==> src/logic/adc_regs_pkg.sv <==
// constants for the range-select and alarm-status register bank
//==============================================================
// Overview of operation
// reserved bits of both registers read zero
// bit 6 switches internal reference off
// bits 3-0 hold range code, reset zero
// bipolar codes 0-4 map five ranges
// unipolar codes 8-b map four ranges
// bit 15 follows low supply condition
// bit 14 follows high supply condition
// bits 11 and 10 follow input alarms
// bits 7 and 6 latch supply alarms
// bits 5 and 4 latch input alarms
// bit 0 is OR of latched flags
// range register at bytes 14h-17h
// alarm register at bytes 20h-23h, read-only
// latched flags hold until alarm read
// host writes only the nine codes
package adc_regs_pkg;
   localparam int ADDR_W = 8;
   localparam logic [7:0] RANGE_BASE = 8'h14;
   localparam logic [7:0] ALARM_BASE = 8'h20;
   localparam logic [7:0] MASK_BASE = 8'h30;
   localparam logic [1:0] LANE_MASK = 2'h3;
   localparam int RANGE_LSB = 0;
   localparam int RANGE_W = 4;
   localparam int REFOFF_BIT = 6;
   localparam int SUP_LOW_ACT_BIT = 15;
   localparam int SUP_HIGH_ACT_BIT = 14;
   localparam int IN_B11_ACT_BIT = 11;
   localparam int IN_B10_ACT_BIT = 10;
   localparam int SUP_LOW_LAT_BIT = 7;
   localparam int SUP_HIGH_LAT_BIT = 6;
   localparam int IN_B5_LAT_BIT = 5;
   localparam int IN_B4_LAT_BIT = 4;
   localparam int ANY_LAT_BIT = 0;
   localparam logic [3:0] RANGE_RESET = 4'h0;
   localparam logic [3:0] LATCH_RESET = 4'h0;
   // range codes
   localparam logic [3:0] BIP_3X = 4'h0;
   localparam logic [3:0] BIP_2P5X = 4'h1;
   localparam logic [3:0] BIP_1P5X = 4'h2;
   localparam logic [3:0] BIP_1P25X = 4'h3;
   localparam logic [3:0] BIP_0P625X = 4'h4;
   localparam logic [3:0] UNI_3X = 4'h8;
   localparam logic [3:0] UNI_2P5X = 4'h9;
   localparam logic [3:0] UNI_1P5X = 4'ha;
   localparam logic [3:0] UNI_1P25X = 4'hb;
   typedef enum logic [2:0] {SPAN_3X, SPAN_2P5X, SPAN_1P5X, SPAN_1P25X, SPAN_0P625X} span_t;
endpackage : adc_regs_pkg

==> src/logic/adc_range_and_alarm_status_regs.sv <==
// register bank: input range select, alarm flags, interrupt mask
//
// Implementation choice: strobed register access.
`timescale 1ns/100ps
module adc_range_and_alarm_status_regs
   import adc_regs_pkg::*;
(
   input wire logic core_clk,
   input wire logic rst_n,
   input wire logic [ADDR_W-1:0] regAddr,
   input wire logic [7:0] regWrData,
   input wire logic regWrite,
   input wire logic regRead,
   output logic [7:0] regRdData,
   input wire logic supplyLowPin,
   input wire logic supplyHighPin,
   input wire logic inputAlarmB11Pin,
   input wire logic inputAlarmB10Pin,
   output logic internal_reference_off,
   output logic [3:0] rangeCode,
   output logic rangeBipolar,
   output logic rangeValid,
   output span_t rangeSpan,
   output logic irq
);
   //==============================================================
   // reset release and pin synchronisers
   logic [1:0] rstSync;
   logic rstLocal_n;
   logic [3:0] condMeta;
   logic [3:0] cond;

   always_ff @(posedge core_clk or negedge rst_n) begin
      if (!rst_n) begin
         rstSync <= 2'h0;
      end else begin
         rstSync <= {rstSync[0], 1'b1};
      end
   end
   assign rstLocal_n = rstSync[1];

   // order: supply low, supply high, input b11, input b10
   always_ff @(posedge core_clk or negedge rstLocal_n) begin
      if (!rstLocal_n) begin
         condMeta <= 4'h0;
         cond <= 4'h0;
      end else begin
         condMeta <= {supplyLowPin, supplyHighPin, inputAlarmB11Pin, inputAlarmB10Pin};
         cond <= condMeta;
      end
   end

   //==============================================================
   // address decode
   logic [5:0] wordAddr;
   logic [1:0] lane;
   logic hitRange;
   logic hitAlarm;
   logic hitMask;
   assign wordAddr = regAddr[ADDR_W-1:2];
   assign lane = regAddr[1:0] & LANE_MASK;
   assign hitRange = (wordAddr == RANGE_BASE[ADDR_W-1:2]);
   assign hitAlarm = (wordAddr == ALARM_BASE[ADDR_W-1:2]);
   assign hitMask = (wordAddr == MASK_BASE[ADDR_W-1:2]);

   //==============================================================
   // range select register
   always_ff @(posedge core_clk or negedge rstLocal_n) begin
      if (!rstLocal_n) begin
         rangeCode <= RANGE_RESET;
         internal_reference_off <= 1'b0;
      end else if (regWrite && hitRange && lane == 2'h0) begin
         rangeCode <= regWrData[RANGE_LSB +: RANGE_W];
         internal_reference_off <= regWrData[REFOFF_BIT];
      end
   end

   // decode is registered beside the code, so all range outputs move on one edge
   logic [3:0] next_rangeCode;
   logic next_rangeBipolar;
   logic next_rangeValid;
   span_t next_rangeSpan;
   logic rangeWrite;
   assign rangeWrite = regWrite && hitRange && lane == 2'h0;

   always_comb begin
      next_rangeCode = rangeCode;
      if (rangeWrite) begin
         next_rangeCode = regWrData[RANGE_LSB +: RANGE_W];
      end
   end

   // codes outside the nine are left to the host to avoid; flagged invalid
   always_comb begin
      next_rangeBipolar = 1'b1;
      next_rangeValid = 1'b1;
      next_rangeSpan = SPAN_3X;
      case (next_rangeCode)
         BIP_3X: next_rangeSpan = SPAN_3X;
         BIP_2P5X: next_rangeSpan = SPAN_2P5X;
         BIP_1P5X: next_rangeSpan = SPAN_1P5X;
         BIP_1P25X: next_rangeSpan = SPAN_1P25X;
         BIP_0P625X: next_rangeSpan = SPAN_0P625X;
         UNI_3X: begin
            next_rangeBipolar = 1'b0;
            next_rangeSpan = SPAN_3X;
         end
         UNI_2P5X: begin
            next_rangeBipolar = 1'b0;
            next_rangeSpan = SPAN_2P5X;
         end
         UNI_1P5X: begin
            next_rangeBipolar = 1'b0;
            next_rangeSpan = SPAN_1P5X;
         end
         UNI_1P25X: begin
            next_rangeBipolar = 1'b0;
            next_rangeSpan = SPAN_1P25X;
         end
         default: next_rangeValid = 1'b0;
      endcase
   end

   always_ff @(posedge core_clk or negedge rstLocal_n) begin
      if (!rstLocal_n) begin
         rangeBipolar <= 1'b1;
         rangeValid <= 1'b1;
         rangeSpan <= SPAN_3X;
      end else begin
         rangeBipolar <= next_rangeBipolar;
         rangeValid <= next_rangeValid;
         rangeSpan <= next_rangeSpan;
      end
   end

   //==============================================================
   // latched alarm flags and interrupt mask
   logic [3:0] latched;
   logic [3:0] irqMask;
   logic alarmRead;
   assign alarmRead = regRead && hitAlarm && lane == 2'h0;

   // a new condition in the clearing cycle wins over the clear
   always_ff @(posedge core_clk or negedge rstLocal_n) begin
      if (!rstLocal_n) begin
         latched <= LATCH_RESET;
      end else if (alarmRead) begin
         latched <= cond;
      end else begin
         latched <= latched | cond;
      end
   end

   always_ff @(posedge core_clk or negedge rstLocal_n) begin
      if (!rstLocal_n) begin
         irqMask <= 4'h0;
      end else if (regWrite && hitMask && lane == 2'h0) begin
         irqMask <= regWrData[3:0];
      end
   end

   assign irq = |(latched & irqMask);

   //==============================================================
   // register images and read path
   logic [31:0] rangeImage;
   logic [31:0] alarmImage;
   logic [31:0] maskImage;
   logic [31:0] readWord;

   always_comb begin
      rangeImage = 32'h0;
      rangeImage[RANGE_LSB +: RANGE_W] = rangeCode;
      rangeImage[REFOFF_BIT] = internal_reference_off;
      alarmImage = 32'h0;
      alarmImage[SUP_LOW_ACT_BIT] = cond[3];
      alarmImage[SUP_HIGH_ACT_BIT] = cond[2];
      alarmImage[IN_B11_ACT_BIT] = cond[1];
      alarmImage[IN_B10_ACT_BIT] = cond[0];
      alarmImage[SUP_LOW_LAT_BIT] = latched[3];
      alarmImage[SUP_HIGH_LAT_BIT] = latched[2];
      alarmImage[IN_B5_LAT_BIT] = latched[1];
      alarmImage[IN_B4_LAT_BIT] = latched[0];
      alarmImage[ANY_LAT_BIT] = |latched;
      maskImage = {28'h0, irqMask};
      if (hitRange) begin
         readWord = rangeImage;
      end else if (hitAlarm) begin
         readWord = alarmImage;
      end else if (hitMask) begin
         readWord = maskImage;
      end else begin
         readWord = 32'h0;
      end
   end

   // data valid only in the cycle after the read strobe
   always_ff @(posedge core_clk or negedge rstLocal_n) begin
      if (!rstLocal_n) begin
         regRdData <= 8'h0;
      end else if (regRead) begin
         regRdData <= readWord[{lane, 3'h0} +: 8];
      end else begin
         regRdData <= 8'h0;
      end
   end
endmodule : adc_range_and_alarm_status_regs

==> config.mk <==
export PLATFORM = sky130hd
export DESIGN_NAME = adc_range_and_alarm_status_regs
export DESIGN_NICKNAME = d
export VERILOG_FILES = /design/src/logic/adc_regs_pkg.sv /design/src/logic/adc_range_and_alarm_status_regs.sv
export SDC_FILE = /design/constraint.sdc
export NUM_CORES = 1
export LEC_CHECK = 0
export BUFFER_PORTS_ARGS = -buffer_cell sky130_fd_sc_hd__buf_4
export CORE_ASPECT_RATIO = 1.1
export CORE_MARGIN = 2
export CORE_UTILIZATION = 50
export DETAILED_ROUTE_END_ITERATION = 12
export HOLD_SLACK_MARGIN = 0.06
export MAX_ROUTING_LAYER = met4
export PLACE_DENSITY = 0.88
export SLEW_MARGIN = 20
export SYNTH_ARGS = -nofsm -noshare
export SYNTH_HDL_FRONTEND = slang
export SYNTH_SLANG_ARGS = --single-unit
==> constraint.sdc <==
create_clock -name core_clk -period 1.6 [get_ports core_clk]
set_clock_uncertainty 0.15 [all_clocks]
set_input_delay 0.24 -clock core_clk [delete_from_list [all_inputs] [get_ports core_clk]]
set_output_delay 0.24 -clock core_clk [all_outputs]
set_load 0.05 [all_outputs]
After elaboration in Yosys (flattened, before gate mapping)
Cells that the tools add are included.
{"block": "totals", "mem_bits_rw": 0, "mem_count": 0, "out_inout_bits": 19, "latchBits": 0, "register_bits": 36, "input_bits": 24, "rom_bits": 0}
{"block": "op_classes", "div_mod_pow": 0, "n_addsub": 0, "shift": 1, "mux": 9, "multipliers": 0, "magnitude_cmp": 0, "n_reduce_logical": 15, "bitwise": 2, "n_eq_ne": 11}
{"cell": "two-way mux 32 bit", "n": 2}
{"cell": "variable part select 32 x 6 -> 8 bit", "n": 1}
{"cell": "== test 4 bit, second input constant", "n": 4}
{"cell": "== test 6 x 4 -> 1 bit, second input constant", "n": 2}
{"cell": "two-way mux 4 bit", "n": 3}
{"cell": "one-hot mux 3 bit (4 select lines)", "n": 1}
{"cell": "OR reduction 4 bit", "n": 3}
{"cell": "OR reduction 9 bit", "n": 1}
{"cell": "== test 4 x 2 -> 1 bit, second input constant", "n": 2}
{"cell": "two-way mux 8 bit", "n": 1}
{"cell": "== test 6 x 3 -> 1 bit, second input constant", "n": 1}
{"cell": "logical AND 1 bit", "n": 6}
{"cell": "OR reduction 2 bit", "n": 3}
{"cell": "bitwise AND 4 bit", "n": 1}
{"cell": "== test 4 x 1 -> 1 bit, second input constant", "n": 1}
{"cell": "== test 4 x 3 -> 1 bit, second input constant", "n": 1}
{"cell": "zero test 4 bit", "n": 1}
{"cell": "bitwise OR 4 bit", "n": 1}
{"cell": "zero test 2 bit", "n": 1}
{"cell": "two-way mux 1 bit", "n": 2}

Logic depth before layout (Yosys ltp)
{"block": "logic_depth", "word_depth": 7, "ltp_mapped": 4}

Least setup slack after synthesis
Ideal clock, no wire load.
{"block": "synth_path", "path_type": "input to register", "start": "input port regAddr[3]", "end": "register rangeCode[2]", "stages": 4, "t_arrival_ns": 1.394, "slack_ns": -0.069, "cell_sequence": "or3_4 nor3_4 nand3_4 mux2_2"}
{"block": "synth_between", "elab_chain_len": 4}
{"element": "start, declared", "line_no": "adc_range_and_alarm_status_regs.sv:10", "text": "input wire logic [ADDR_W-1:0] regAddr,"}
{"element": "== test 6 x 3 -> 1 bit", "line_no": "adc_range_and_alarm_status_regs.sv:62", "text": "assign hitRange = (wordAddr == RANGE_BASE[ADDR_W-1:2]);"}
{"element": "logical AND 1 bit (2 in a row)"}
{"element": "two-way mux 4 bit"}
{"element": "via next_rangeCode[2]", "line_no": "adc_range_and_alarm_status_regs.sv:79", "text": "logic [3:0] next_rangeCode;"}
{"element": "end signal, assigned", "line_no": "adc_range_and_alarm_status_regs.sv:73", "text": "rangeCode <= regWrData[RANGE_LSB +: RANGE_W];"}
{"element": "end, declared", "line_no": "adc_range_and_alarm_status_regs.sv:20", "text": "output logic [3:0] rangeCode,"}
The timed path passes the listed nets, and every way through them passes these cells.
A chain may end at the register's enable or synchronous reset.

Worst setup path after layout
{"block": "layout_path", "start": "register irqMask[1]", "end": "output port irq"}
{"block": "layout_between", "elab_chain_len": 2}
{"element": "start, declared", "line_no": "adc_range_and_alarm_status_regs.sv:139", "text": "logic [3:0] irqMask;"}
{"element": "start signal, assigned", "line_no": "adc_range_and_alarm_status_regs.sv:158", "text": "irqMask <= regWrData[3:0];"}
{"element": "bitwise AND 4 bit", "line_no": "adc_range_and_alarm_status_regs.sv:162", "text": "assign irq = |(latched & irqMask);"}
{"element": "OR reduction 4 bit", "line_no": "adc_range_and_alarm_status_regs.sv:162"}
{"element": "end, declared", "line_no": "adc_range_and_alarm_status_regs.sv:24", "text": "output logic irq"}
No other way between the ends.

==> impl_metrics.yaml <==
place:
  placed_area_mm2: 0.00185
  gp_congestion: 0.891
  numPortBuffers: 39
  pre_cts_slack_ns: -0.171
  placed_cells: 192
  dp_hpwl_mm: 2.35
layout:
  fill_cells: 154
  drive_gt1_share_pct: 44.7
  final_common_cell: "buf_4"
  final_util_pct: 80.0
  syn2layout_area_growth_pct: 52.9
  regArea_um2: 903
  final_area_mm2: 0.00220
  diodes: 0
  final_cells: 223
  multiInputGateArea_um2: 541
  finalNetCount: 213
  final_cell_mix: "buf_4, dfrtp_1, dlygate4sd3_1"
drt:
  viasPerCell: 5.69
  dr_wl_met2_mm: 2.12
  routed.top_layer: "met4"
  drtIter0Drc: 79
  firstDrtPassIters: 4
  drt_wl_total_mm: 4.09
  drc: 0
  wl_met3_um: 270
  wl_met1_mm: 1.56
  num_vias: 1269
  postRouteAntennaNets: 0
  wl_per_cell_um: 18.3
critical_path:
  cp-end-kind: "primary output"
  cp.required_ns: 1.21
  critical_path.max_stage_delay_ns: 0.42
  worstSetupStartpointType: "register"
  arrival_ns: 1.21
  slowest_stage: "dfrtp_1"
  crit_chain: "a22oi_2, nand2_1, buf_6"
  critical_path_class: "reg -> out"
  cp_max_fo: 2
  cp-startpoint: "irqMask[1]$_DFFE_PN0P_"
  reg2reg_from: "latched[1]$_DFF_PN0_"
synth:
  synthArstFlopShare_pct: 100
  ys_warn_count: 0
  syn_inst: 110
  synth_flop_cell: "dfrtp_1"
  synth_edf_count: 0
  synth_seq_cells: 36
  synth_fp_nets: 134
  syn_area_mm2: 0.00144
  ys_seq_area_share_pct: 62.7
  ys_types: 27
  avgSynthCellArea_um2: 13.1
die:
  core_area_mm2: 0.00275
  die-height_um: 60.3
  rows: 20
  boundaryPins: 43
  start_util_pct: 52.4
  dieArea_mm2: 0.00333
  die_w_um: 55.2
power_and_ir_drop:
  power_density_mw_per_mm2: 1000
  vdd_drop_max_mv: 0.904
  pwr-share-clk_pct: 43.5
  switchingPower_uw: 494
  p_seq_share_pct: 43.7
  p_leak_uw: 0.00110
  pwr-share-comb_pct: 12.8
  swShare_pct: 22.4
  intPower_uw: 1710
flow_run:
  drv_cap: 0
sta:
  hold_viol: 0
  fin_ws_ns: 0.000926
  slew_viol_final: 0
  period_needed_ns: 1.60
  rsz0062_at_grt: "yes"
  maxClockFrequency_mhz: 625
  finalCritPeriodShare_pct: 99.9
  hold_slack_ns: 0.101
  setup_viol: 0
run_status:
  status: "finished, final reports clean"
cts:
  cts_tree: "built"
  htreeDepth: 2
  cts_made_buffers: 5
  path_clk_slew_ns: 0.12
  cts.path.max_buffers: 2
  cts_sinks: 36
  cts-root-buf: "clkbuf_4"
  clkLatencyLatePin_ns: 0.35
global_routing:
  grt_remaining_overflow: 0
  grt_usage_pct: 28.3
  antenna_found_initial: 0
  grt_start_max_net_pins: 35
  grt_pass1_wl_mm: 6.20
  first_global_vias: 1324
hold_path:
  min_path_type: "reg -> async"
==> worst max-delay path, delay by kind of cell, from the launching register on <==
family	cells	cell delay (ns)
buffers and inverters	1	0.16
AO/OA/AOI/OAI	1	0.20
AND/OR/NAND/NOR	1	0.10
flip-flops	1	0.42
==> power groups by stage <==
stage          Clock [uW]  Combinational [uW]  Sequential (uW)
6_report              959                 282              964
5_1_grt              1010                 300              968
4_1_cts               965                 268              962
3_5_place_dp            0                 230              980
3_3_place_gp            0                 224              977
2_1_floorplan           0                66.9             1030
==> synthesized netlist by cell type, types with 2 or more instances <==
cell type,n,area [um2]
nor2_1,6,22.5
nand2_1,9,33.8
dfrtp_1,34,851
nand2b_1,7,43.8
mux2_2,10,113
a221oi_1,2,17.5
nor3_1,4,20.0
nor2b_1,3,18.8
dfstp_2,2,52.6
a22oi_1,4,30.0
inv_1,3,11.3
nor3_4,2,32.5
mux2i_1,5,50.1
a21oi_1,3,15.0
a21o_1,4,30.0
==> logic make-up after synthesis <==
| logic type | synth area share (%) |
|---|---|
| buffers and inverters | 0.781 |
| multiplexers | 11.3 |
| flip-flops | 62.7 |
| other | 0.260 |
| AO/OA/AOI/OAI | 7.38 |
| AND/OR/NAND/NOR | 17.6 |
==> through the flow <==
stage                     power, uW  TNS (ns)
after floorplan                1100    -0.377
after global placement         1200     -1.83
after detailed placement       1210     -2.29
after CTS                      2190         0
after global routing           2280   -0.0752
final                          2210         0
==> final cells by class <==
class	count	share of cell area, %
inverter	3	0.511
clock buffer	5	1.70
sequential	36	41.0
clock inverter	3	4.09
tap	33	1.87
multi-input combinational	71	24.5
timing repair buffer	72	26.3
==> final timing paths <==
| path | endpoint | cells after the start | slack, ns |
|---|---|---|---|
| min reg2reg | latched[0]$_DFF_PN0_ | 1 | 0.10 |
| min in group core_clk | regRdData[3]$_DFF_PN0_ | 3 | 0.12 |
| min | latched[0]$_DFF_PN0_ | 1 | 0.10 |
| max | irq | 3 | 0.0009 |
| max in group asynchronous | rstSync[0]$_DFF_PN0_ | 3 | 0.58 |
| max reg2reg | regRdData[0]$_DFF_PN0_ | 4 | 0.03 |
==> routing by layer <==
layer | vias to the layer above | global-route usage, %
met4 | 0 | 11.1
met3 | 18 | 6.00
met5 | - | -
li1 | 550 | -
met2 | 73 | 48.1
met1 | 628 | 31.8
==> state kept, by name, indices dropped and copies added (netlist names), 2 cells and up <==
| signal | count |
|---|---|
| rangeSpan | 3 |
| condMeta | 4 |
| latched | 4 |
| irqMask | 4 |
| rstSync | 2 |
| rangeCode | 4 |
| cond | 4 |
| regRdData | 8 |
==> repair_timing <==
item	CTS	global route
setup buffers	6	3
setup endpoints to repair	1	2
resized for setup	1	4
hold buffers	14	0
endpoints found under the hold margin	21	0
(Power assumes the default switching activity.)
